===== src/design/rpst_map.svh =====
// Register indices, field positions, reset values and counts for the strobes.
//
// Contract
// - Settings act only for reflective panel type.
// - Row strobe high for programmed pixel clocks.
// - First timing rises count after strobe fall.
// - Second timing first rise after latch fall.
// - Second timing holds each state programmed clocks.
// - Third timing pulse is programmed clocks wide.
// - Polarity flips programmed clocks before latch pulse.
// - First/second timing continue programmed blank lines.
`ifndef RPST_MAP_SVH
`define RPST_MAP_SVH

`define RPST_IDX_CTRL 12'h810
`define RPST_IDX_STATUS 12'h812
`define RPST_IDX_ROW_W 12'h822
`define RPST_IDX_PS1_RISE 12'h824
`define RPST_IDX_PS2_RISE 12'h826
`define RPST_IDX_PS2_TOG 12'h828
`define RPST_IDX_PS3_W 12'h82a
`define RPST_IDX_POL_LEAD 12'h82c
`define RPST_IDX_TAIL 12'h82e

`define RPST_MASK_CTRL 16'h003f
`define RPST_MASK_ROW_W 16'h07ff
`define RPST_MASK_PS1_RISE 16'h00ff
`define RPST_MASK_PS2_RISE 16'h03ff
`define RPST_MASK_PS2_TOG 16'h01ff
`define RPST_MASK_PS3_W 16'h01ff
`define RPST_MASK_POL_LEAD 16'h007f
`define RPST_MASK_TAIL 16'h001f

`define RPST_REG_RST 16'h0000

`define RPST_CTRL_TYPE_LSB 0
`define RPST_CTRL_TYPE_MSB 2
`define RPST_CTRL_SEL_BIT 3
`define RPST_CTRL_THIRD_BIT 4
`define RPST_CTRL_MIRROR_BIT 5
`define RPST_PANEL_REFLECTIVE 3'h2

`define RPST_POS_MAX 16'hffff
`define RPST_LINES_MAX 5'h1f

`endif


===== src/design/rpst_pkg.sv =====
// Shared types of the reflective panel strobe block.
`default_nettype none
package rpst_pkg;
	typedef enum logic [1:0] {
		RPST_PS_ONE,
		RPST_PS_TWO,
		RPST_PS_THREE
	} rpst_ps_mode_t;
endpackage
`default_nettype wire


===== src/design/rpst_down_timer.sv =====
// Loadable down counter that marks the last cycle of a programmed span.
`timescale 1ns/1ps
`default_nettype none
module rpst_down_timer #(
	parameter int W = 8
) (
	input wire logic i_clk_sys,
	input wire logic i_rst_b,
	input wire logic i_start,
	input wire logic i_clear,
	input wire logic [W-1:0] i_count,
	output logic o_busy,
	output logic o_fire
);
	typedef struct packed {
		logic [W-1:0] rem;
	} rpst_tmr_t;

	rpst_tmr_t st_q;
	rpst_tmr_t st_d;

	// A load wins over a clear so that a restart is never swallowed.
	always_comb
	begin
		st_d = st_q;
		if (i_start)
			st_d.rem = i_count;
		else if (i_clear)
			st_d.rem = '0;
		else if (st_q.rem != '0)
			st_d.rem = st_q.rem - W'(1);
	end

	always_ff @(posedge i_clk_sys or negedge i_rst_b)
	begin
		if (!i_rst_b)
			st_q <= '0;
		else
			st_q <= st_d;
	end

	assign o_busy = st_q.rem != '0;
	assign o_fire = (st_q.rem == W'(1)) && !i_clear;
endmodule
`default_nettype wire


===== src/design/rpst_wb_regs.sv =====
// Classic Wishbone slave holding the strobe timing registers.
`timescale 1ns/1ps
`default_nettype none
`include "rpst_map.svh"
module rpst_wb_regs #(
	parameter int AW = 14
) (
	input wire logic i_clk_sys,
	input wire logic i_rst_b,
	input wire logic i_wb_cyc,
	input wire logic i_wb_stb,
	input wire logic i_wb_we,
	input wire logic [AW-1:0] i_wb_adr,
	input wire logic [31:0] i_wb_dat,
	input wire logic [3:0] i_wb_sel,
	input wire logic [15:0] i_status,
	output logic o_wb_ack,
	output logic [31:0] o_wb_dat,
	output logic [15:0] o_ctrl,
	output logic [15:0] o_row_w,
	output logic [15:0] o_ps1_rise,
	output logic [15:0] o_ps2_rise,
	output logic [15:0] o_ps2_tog,
	output logic [15:0] o_ps3_w,
	output logic [15:0] o_pol_lead,
	output logic [15:0] o_tail
);
	typedef struct packed {
		logic ack;
		logic [31:0] dat;
		logic [15:0] ctrl;
		logic [15:0] row_w;
		logic [15:0] ps1;
		logic [15:0] ps2r;
		logic [15:0] ps2t;
		logic [15:0] ps3;
		logic [15:0] pol;
		logic [15:0] tail;
	} rpst_regs_t;

	rpst_regs_t st_q;
	rpst_regs_t st_d;
	logic req;
	logic wr;
	logic [11:0] idx;
	logic [15:0] wv;

	assign req = i_wb_cyc && i_wb_stb && !st_q.ack;
	assign wr = req && i_wb_we;
	assign idx = i_wb_adr[AW-1:2];
	assign wv = i_wb_dat[15:0];

	// Only the two low byte lanes carry register bits.
	function automatic logic [15:0] merge(input logic [15:0] old,
		input logic [15:0] mask);
		logic [15:0] res;
		res = old;
		if (i_wb_sel[0])
			res[7:0] = wv[7:0];
		if (i_wb_sel[1])
			res[15:8] = wv[15:8];
		return res & mask;
	endfunction

	always_comb
	begin
		st_d = st_q;
		st_d.ack = req;
		if (req)
		begin
			unique case (idx)
				`RPST_IDX_CTRL: st_d.dat = {16'h0000, st_q.ctrl};
				`RPST_IDX_STATUS: st_d.dat = {16'h0000, i_status};
				`RPST_IDX_ROW_W: st_d.dat = {16'h0000, st_q.row_w};
				`RPST_IDX_PS1_RISE: st_d.dat = {16'h0000, st_q.ps1};
				`RPST_IDX_PS2_RISE: st_d.dat = {16'h0000, st_q.ps2r};
				`RPST_IDX_PS2_TOG: st_d.dat = {16'h0000, st_q.ps2t};
				`RPST_IDX_PS3_W: st_d.dat = {16'h0000, st_q.ps3};
				`RPST_IDX_POL_LEAD: st_d.dat = {16'h0000, st_q.pol};
				`RPST_IDX_TAIL: st_d.dat = {16'h0000, st_q.tail};
				default: st_d.dat = 32'h0000_0000;
			endcase
		end
		if (wr)
		begin
			unique case (idx)
				`RPST_IDX_CTRL: st_d.ctrl = merge(st_q.ctrl, `RPST_MASK_CTRL);
				`RPST_IDX_ROW_W: st_d.row_w = merge(st_q.row_w, `RPST_MASK_ROW_W);
				`RPST_IDX_PS1_RISE: st_d.ps1 = merge(st_q.ps1, `RPST_MASK_PS1_RISE);
				`RPST_IDX_PS2_RISE: st_d.ps2r = merge(st_q.ps2r, `RPST_MASK_PS2_RISE);
				`RPST_IDX_PS2_TOG: st_d.ps2t = merge(st_q.ps2t, `RPST_MASK_PS2_TOG);
				`RPST_IDX_PS3_W: st_d.ps3 = merge(st_q.ps3, `RPST_MASK_PS3_W);
				`RPST_IDX_POL_LEAD: st_d.pol = merge(st_q.pol, `RPST_MASK_POL_LEAD);
				`RPST_IDX_TAIL: st_d.tail = merge(st_q.tail, `RPST_MASK_TAIL);
				default: st_d.tail = st_q.tail;
			endcase
		end
	end

	always_ff @(posedge i_clk_sys or negedge i_rst_b)
	begin
		if (!i_rst_b)
		begin
			st_q <= '0;
			st_q.ctrl <= `RPST_REG_RST;
		end
		else
			st_q <= st_d;
	end

	assign o_wb_ack = st_q.ack;
	assign o_wb_dat = st_q.dat;
	assign o_ctrl = st_q.ctrl;
	assign o_row_w = st_q.row_w;
	assign o_ps1_rise = st_q.ps1;
	assign o_ps2_rise = st_q.ps2r;
	assign o_ps2_tog = st_q.ps2t;
	assign o_ps3_w = st_q.ps3;
	assign o_pol_lead = st_q.pol;
	assign o_tail = st_q.tail;
endmodule
`default_nettype wire


===== src/design/rpst_strobe_gen.sv =====
// Special control strobe generator for the reflective panel type.
//
// The implementer's own choice: the Wishbone slave port.
`timescale 1ns/1ps
`default_nettype none
`include "rpst_map.svh"
module rpst_strobe_gen #(
	parameter int AW = 14,
	parameter int ROW_W = 11,
	parameter int PS1_W = 8,
	parameter int PS2R_W = 10,
	parameter int TOG_W = 9,
	parameter int LEAD_W = 7,
	parameter int TAIL_W = 5
) (
	input wire logic i_clk_sys,
	input wire logic i_rst_b,
	input wire logic i_wb_cyc,
	input wire logic i_wb_stb,
	input wire logic i_wb_we,
	input wire logic [AW-1:0] i_wb_adr,
	input wire logic [31:0] i_wb_dat,
	input wire logic [3:0] i_wb_sel,
	input wire logic i_line_latch_pulse,
	input wire logic i_vdisp_active,
	input wire logic i_frame_start,
	output logic o_wb_ack,
	output logic [31:0] o_wb_dat,
	output logic o_row_strobe,
	output logic o_power_save_signal,
	output logic o_polarity_flip,
	output logic o_left_start_pulse,
	output logic o_right_start_pulse
);
	typedef struct packed {
		logic lp_prev;
		logic row;
		logic row_fall;
		logic ps;
		logic ps2_run;
		logic pol;
		logic left;
		logic right;
		logic [15:0] pos;
		logic [15:0] period;
		logic [4:0] lines;
		logic [9:0] hold;
		logic [11:0] run;
		logic [8:0] since_row;
		logic [10:0] since_lp;
	} rpst_top_t;

	rpst_top_t st_q;
	rpst_top_t st_d;

	logic [15:0] ctrl;
	logic [15:0] row_w_r;
	logic [15:0] ps1_r;
	logic [15:0] ps2r_r;
	logic [15:0] ps2t_r;
	logic [15:0] ps3_r;
	logic [15:0] lead_r;
	logic [15:0] tail_r;
	logic [15:0] status;

	logic en;
	logic mirror;
	rpst_pkg::rpst_ps_mode_t mode;
	logic lp_fall;
	logic lp_rise;
	logic ps_ok;
	logic pol_hit;
	logic row_start;
	logic row_busy;
	logic row_fire;
	logic dly_start;
	logic dly_fire;
	logic dly_now;
	logic [PS2R_W-1:0] dly_count;
	logic tog_start;
	logic tog_fire;
	logic [TOG_W-1:0] tog_count;
	logic tmr_clear;

	rpst_wb_regs #(
		.AW(AW)
	) u_regs (
		.i_clk_sys(i_clk_sys),
		.i_rst_b(i_rst_b),
		.i_wb_cyc(i_wb_cyc),
		.i_wb_stb(i_wb_stb),
		.i_wb_we(i_wb_we),
		.i_wb_adr(i_wb_adr),
		.i_wb_dat(i_wb_dat),
		.i_wb_sel(i_wb_sel),
		.i_status(status),
		.o_wb_ack(o_wb_ack),
		.o_wb_dat(o_wb_dat),
		.o_ctrl(ctrl),
		.o_row_w(row_w_r),
		.o_ps1_rise(ps1_r),
		.o_ps2_rise(ps2r_r),
		.o_ps2_tog(ps2t_r),
		.o_ps3_w(ps3_r),
		.o_pol_lead(lead_r),
		.o_tail(tail_r)
	);

	assign en = ctrl[`RPST_CTRL_TYPE_MSB:`RPST_CTRL_TYPE_LSB]
		== `RPST_PANEL_REFLECTIVE;
	assign mirror = ctrl[`RPST_CTRL_MIRROR_BIT];

	always_comb
	begin
		if (ctrl[`RPST_CTRL_THIRD_BIT])
			mode = rpst_pkg::RPST_PS_THREE;
		else if (ctrl[`RPST_CTRL_SEL_BIT])
			mode = rpst_pkg::RPST_PS_TWO;
		else
			mode = rpst_pkg::RPST_PS_ONE;
	end

	assign lp_fall = st_q.lp_prev && !i_line_latch_pulse;
	assign lp_rise = !st_q.lp_prev && i_line_latch_pulse;

	assign ps_ok = en && ((mode == rpst_pkg::RPST_PS_THREE) ? i_vdisp_active
		: (i_vdisp_active || (st_q.lines <= tail_r[TAIL_W-1:0])));

	assign pol_hit = (st_q.period > {{(16-LEAD_W){1'b0}}, lead_r[LEAD_W-1:0]})
		&& ((st_q.pos + 16'h0001) == (st_q.period
		- {{(16-LEAD_W){1'b0}}, lead_r[LEAD_W-1:0]}));

	assign status = {3'h0, st_q.lines, 4'h0, st_q.pol, st_q.ps, st_q.row, en};

	assign row_start = en && lp_fall;

	rpst_down_timer #(
		.W(ROW_W)
	) u_row_tmr (
		.i_clk_sys(i_clk_sys),
		.i_rst_b(i_rst_b),
		.i_start(row_start),
		.i_clear(!en),
		.i_count(row_w_r[ROW_W-1:0]),
		.o_busy(row_busy),
		.o_fire(row_fire)
	);

	assign tmr_clear = !ps_ok || lp_rise;

	// First timing counts from the strobe fall.
	// Second timing counts from the latch fall.
	assign dly_start = ps_ok && !lp_rise
		&& (((mode == rpst_pkg::RPST_PS_ONE) && st_q.row_fall)
		|| ((mode == rpst_pkg::RPST_PS_TWO) && lp_fall));
	assign dly_count = (mode == rpst_pkg::RPST_PS_ONE)
		? {{(PS2R_W-PS1_W){1'b0}}, ps1_r[PS1_W-1:0]} : ps2r_r[PS2R_W-1:0];
	// A zero delay rises at once, since the timer holds at zero and never fires on a zero load.
	assign dly_now = dly_fire || (dly_start && (dly_count == '0));

	rpst_down_timer #(
		.W(PS2R_W)
	) u_dly_tmr (
		.i_clk_sys(i_clk_sys),
		.i_rst_b(i_rst_b),
		.i_start(dly_start),
		.i_clear(tmr_clear),
		.i_count(dly_count),
		.o_busy(),
		.o_fire(dly_fire)
	);

	assign tog_start = ps_ok && !lp_rise
		&& (((mode == rpst_pkg::RPST_PS_TWO)
		&& (dly_now || (tog_fire && st_q.ps2_run)))
		|| ((mode == rpst_pkg::RPST_PS_THREE) && st_q.row_fall));
	assign tog_count = (mode == rpst_pkg::RPST_PS_THREE)
		? ps3_r[TOG_W-1:0] : ps2t_r[TOG_W-1:0];

	rpst_down_timer #(
		.W(TOG_W)
	) u_tog_tmr (
		.i_clk_sys(i_clk_sys),
		.i_rst_b(i_rst_b),
		.i_start(tog_start),
		.i_clear(tmr_clear),
		.i_count(tog_count),
		.o_busy(),
		.o_fire(tog_fire)
	);

	always_comb
	begin
		st_d = st_q;
		st_d.lp_prev = i_line_latch_pulse;
		st_d.row = en && row_busy;
		st_d.row_fall = en && (row_fire
			|| (row_start && (row_w_r[ROW_W-1:0] == '0)));
		st_d.left = en && i_frame_start && !mirror;
		st_d.right = en && i_frame_start && mirror;
		// Count lines spent in the blank period.
		if (!en || i_vdisp_active)
			st_d.lines = '0;
		else if (lp_fall && (st_q.lines != `RPST_LINES_MAX))
			st_d.lines = st_q.lines + 5'h01;
		// Measure the line and flip ahead of the latch.
		if (!en)
		begin
			st_d.pos = '0;
			st_d.period = '0;
			st_d.pol = 1'b0;
		end
		else
		begin
			if (lp_rise)
			begin
				st_d.period = st_q.pos;
				st_d.pos = 16'h0001;
			end
			else if (st_q.pos != `RPST_POS_MAX)
				st_d.pos = st_q.pos + 16'h0001;
			if (pol_hit)
				st_d.pol = !st_q.pol;
		end
		// A new line ends every saving state of the previous one.
		if (!ps_ok || lp_rise)
		begin
			st_d.ps = 1'b0;
			st_d.ps2_run = 1'b0;
		end
		else
		begin
			unique case (mode)
				rpst_pkg::RPST_PS_ONE:
				begin
					if (dly_now)
						st_d.ps = 1'b1;
				end
				rpst_pkg::RPST_PS_TWO:
				begin
					if (dly_now)
					begin
						st_d.ps = 1'b1;
						st_d.ps2_run = 1'b1;
					end
					else if (tog_fire && st_q.ps2_run)
						st_d.ps = !st_q.ps;
				end
				rpst_pkg::RPST_PS_THREE:
				begin
					if (st_q.row_fall && (ps3_r[TOG_W-1:0] != '0))
						st_d.ps = 1'b1;
					else if (tog_fire)
						st_d.ps = 1'b0;
				end
				default: st_d.ps = 1'b0;
			endcase
		end
		st_d.hold = (st_d.ps != st_q.ps) ? 10'h001
			: ((st_q.hold == 10'h3ff) ? st_q.hold : st_q.hold + 10'h001);
		st_d.run = st_q.row ? st_q.run + 12'h001 : 12'h000;
		st_d.since_row = (st_q.row && !st_d.row) ? 9'h000
			: ((st_q.since_row == 9'h1ff) ? st_q.since_row
			: st_q.since_row + 9'h001);
		st_d.since_lp = lp_fall ? 11'h000
			: ((st_q.since_lp == 11'h7ff) ? st_q.since_lp
			: st_q.since_lp + 11'h001);
	end

	always_ff @(posedge i_clk_sys or negedge i_rst_b)
	begin
		if (!i_rst_b)
			st_q <= '0;
		else
			st_q <= st_d;
	end

	assign o_row_strobe = st_q.row;
	assign o_power_save_signal = st_q.ps;
	assign o_polarity_flip = st_q.pol;
	assign o_left_start_pulse = st_q.left;
	assign o_right_start_pulse = st_q.right;
endmodule
`default_nettype wire


===== config.mk =====
export PLATFORM = sky130hd
export DESIGN_NAME = rpst_strobe_gen
export DESIGN_NICKNAME = d
export VERILOG_FILES = /design/src/design/rpst_pkg.sv /design/src/design/rpst_down_timer.sv /design/src/design/rpst_wb_regs.sv /design/src/design/rpst_strobe_gen.sv
export VERILOG_INCLUDE_DIRS = /design/src /design/src/design
export SDC_FILE = /design/constraint.sdc
export NUM_CORES = 1
export LEC_CHECK = 0
export BUFFER_PORTS_ARGS = -buffer_cell sky130_fd_sc_hd__buf_2
export CORE_MARGIN = 2
export CORE_UTILIZATION = 50
export CTS_CLUSTER_DIAMETER = 40
export DETAILED_ROUTE_END_ITERATION = 12
export PLACE_DENSITY = 0.71
export SLEW_MARGIN = 15
export SYNTH_ARGS = -nofsm -noshare
export SYNTH_HDL_FRONTEND = slang
export SYNTH_SLANG_ARGS = --single-unit
export TNS_END_PERCENT = 20

===== constraint.sdc =====
create_clock -name i_clk_sys -period 4 [get_ports i_clk_sys]
set_clock_uncertainty 0.1 [all_clocks]
set_input_delay 0.8 -clock i_clk_sys [delete_from_list [all_inputs] [get_ports i_clk_sys]]
set_output_delay 0.8 -clock i_clk_sys [all_outputs]
set_load 0.005 [all_outputs]

==> results.cfg <==
[outcome]
outcome = finished, final reports clean

[sta]
rsz0062_at_grt = false
worst_slack_ps = 570.7
setup_viol = 0
period_needed_ps = 3429
finalHoldViolCount = 0
fin_setup_tns_ps = 0
finalCritPeriodShare = 0.8573
worst_pin_slew_ps = 888.1
fmax_mhz = 291.6
slew_headroom = 0.4079
drv_slew = 0

[clocking]
ctsHtreeMaxLevel = 4
post_cts_buffers = 0
cts_hold_buffers = 0
cts_sinks = 154
clkSlewWorstSetupHoldPaths_ps = 60
cts_inserted_buffers = 17
cts_buffer_depth = 2
cts_resized = 0
insertion_delay_ps = 430
root_buffer = clkbuf_16
tritoncts = built

[synth]
synth_top_area_cell = dfrtp_1
synth-edff-count = 0
yosys_warnings = 0
yosysSeqAreaShare = 0.4496
synth_area_leaders = dfrtp_1 (45%), mux2_2 (8.3%), nand2_1 (4.1%)
synth_area_um2 = 8572
syn_inst = 860
synth_cell_type_count = 63
synth_ff_type = dfrtp_1
synthArstFlopShare = 1.000
yosysMostFrequentCell = dfrtp_1
ys_ff_latch = 154
synth_top_area_share = 0.4496
synth_area_per_cell_um2 = 9.967
synth_common_cells = dfrtp_1 (154), nand2_1 (93), nor2_1 (70)

[floorplanning]
ioPinCount = 96
die_area_um2 = 18210
core.rowCount = 47
initial_core_util = 0.5151
fp.dieW_um = 134.9
dieHeight_um = 134.9
core_area_um2 = 16640

[worst_setup_path]
start_kind = register
path_class = reg2reg
timing.rr.start = u_regs.o_pol_lead[0]
crit_arrival_ps = 3670
crit_start = u_regs.o_pol_lead[0]
path_max_fanout = 5
worstSetupEndpointType = register
required_ps = 4240
reg2regPathDepth = 11

[power_and_ir_drop]
swShare = 0.2220
ir_worst_vdd_mv = 0.2952
p_int_mw = 2.545
netSwitchingPower_mw = 0.7262
combPwrFrac = 0.037
pwr-share-clk = 0.485
power.leakage_nw = 4.481
pwr-share-seq = 0.478
pwr_density_cell_nw_per_um2 = 336.8

[global_route]
grt_util_met2 = 0.3748
grt_max_degree = 97
grt_most_used_layer = met2
overflow = 0
grt_pass1_vias = 6422
use_met1 = 0.3281
met3_usage = 0.04354
globalRouteTotalUtil = 0.2411
antenna_found_initial = 0
grt_pass1_wl_um = 34000

[placed_design]
gp_congestion = 0.8811
dp_hpwl_um = 15090
port-buffer-count = 51
dp_cells = 1125
post_dp_cell_area_um2 = 9130
place_ws_ps = 589.6

[routing]
wl_per_cell_um = 18.62
drc = 0
drtAntennaViolNets = 0
via_per_inst = 5.902
drtIter0Drc = 504
drt-pass1-iter-count = 5
vias = 6829
wirelength_um = 21540

[worst_hold_path]
min_path_type = in2async

[cells_and_area]
instances_no_fill = 1157
diodes = 0
area_growth_pct = 13.30
drive_above_1_share = 0.1964
num-nets-final = 1004
post-route-cell-area_um2 = 9712

[job]
cap_violations = 0
==> through the flow <==
| step | hold WS, ps | total power [mW] | util |
|---|---|---|---|
| floorplan | 330.9 | 1.645 | - |
| global placement | 347.8 | 1.713 | 0.5486 |
| detailed placement | 359.0 | 1.714 | 0.5486 |
| CTS | 373.0 | 3.299 | 0.5836 |
| global route | 400.5 | 3.373 | 0.5836 |
| finish | 364.2 | 3.271 | 0.5836 |
==> cells by family (layout without fill, tap and decap cells) <==
| kind of cell | after synthesis | after routing | share of synthesized area |
|---|---|---|---|
| flip-flops | 154 | 154 | 0.4496 |
| adder cells (fa/ha/maj) | 22 | 22 | 0.03299 |
| buffers and inverters | 81 | 140 | 0.04394 |
| AND/OR/NAND/NOR | 298 | 298 | 0.1736 |
| XOR/XNOR | 56 | 56 | 0.07021 |
| multiplexers | 74 | 74 | 0.09561 |
| AO/OA/AOI/OAI | 174 | 174 | 0.1337 |
| other | 1 | 19 | 0.0004375 |
==> placed cells by master (no fill, tap or decap), drive strengths merged, types with 6 or more instances in the layout <==
master | Yosys | final
dfrtp | 154 | 154
nand2 | 93 | 93
buf | 22 | 77
nor2 | 70 | 70
mux2 | 63 | 63
a21oi | 57 | 57
xnor2 | 36 | 36
nor3 | 32 | 32
inv | 30 | 31
nand3 | 30 | 30
o21ai | 25 | 25
nor4 | 22 | 22
clkbuf | 28 | 22
ha | 21 | 21
a22oi | 19 | 19
conb | 1 | 19
a211oi | 16 | 16
xor2 | 12 | 12
mux2i | 11 | 11
nor2b | 10 | 10
a221oi | 8 | 8
a222oi | 8 | 8
xnor3 | 7 | 7
a21o | 7 | 7
nand4 | 7 | 7
o21a | 6 | 6
a311oi | 6 | 6
==> sequential cells by signal (all words and copies together), names as in the netlist, 10 cells and up <==
register and cells:
u_dly_tmr.st_q 10, u_regs.o_ps2_rise 10, u_regs.o_wb_dat 13, u_row_tmr.st_q 11, u_regs.o_row_w 11, st_q 40
==> power groups by stage <==
stage | registers (mW) | logic (mW) | clock network, mW
final | 1.56 | 0.122 | 1.59
after floorplan | 1.59 | 0.0534 | 0
after global placement | 1.59 | 0.121 | 0
after CTS | 1.56 | 0.123 | 1.61
after detailed placement | 1.59 | 0.122 | 0
after global routing | 1.56 | 0.136 | 1.67
==> worst max-delay path, stage by stage, from the launching register on <==
cell       delay, ps
dfrtp_1          410
ha_1             180
inv_1             50
fa_1             400
a21o_1           180
a21oi_1          370
xor3_1           290
nor3_1           200
nor4bb_1         290
o2111ai_1        190
or4_1            520
a21oi_1          160
==> layer usage <==
layer  part of all wire  vias up
li1                   -     3207
met1               0.45     3328
met2               0.46      246
met3              0.058       48
met4              0.035        0
met5                  0        -
==> path summary, 6_finish.rpt <==
path                                  endpoint  slack, ps
setup / recovery               o_polarity_flip        570
max in group asynchronous             st_q[70]       2600
hold reg to reg            u_regs.o_wb_dat[12]        370
setup reg to reg               o_polarity_flip        570
min in group i_clk_sys     u_regs.o_wb_dat[12]        370
hold / removal                        st_q[45]        360
==> layout make-up <==
class | instances | area [um^2]
multi-input cells | 643 | 4415
clock buffers | 22 | 464.2
flip-flops and latches | 154 | 3854
fillers | 1445 | 6930
clock inverters | 10 | 117.6
well taps | 220 | 275.3
inverters | 31 | 116.4
repair buffers | 77 | 469.2
(Power assumes the default switching activity.)
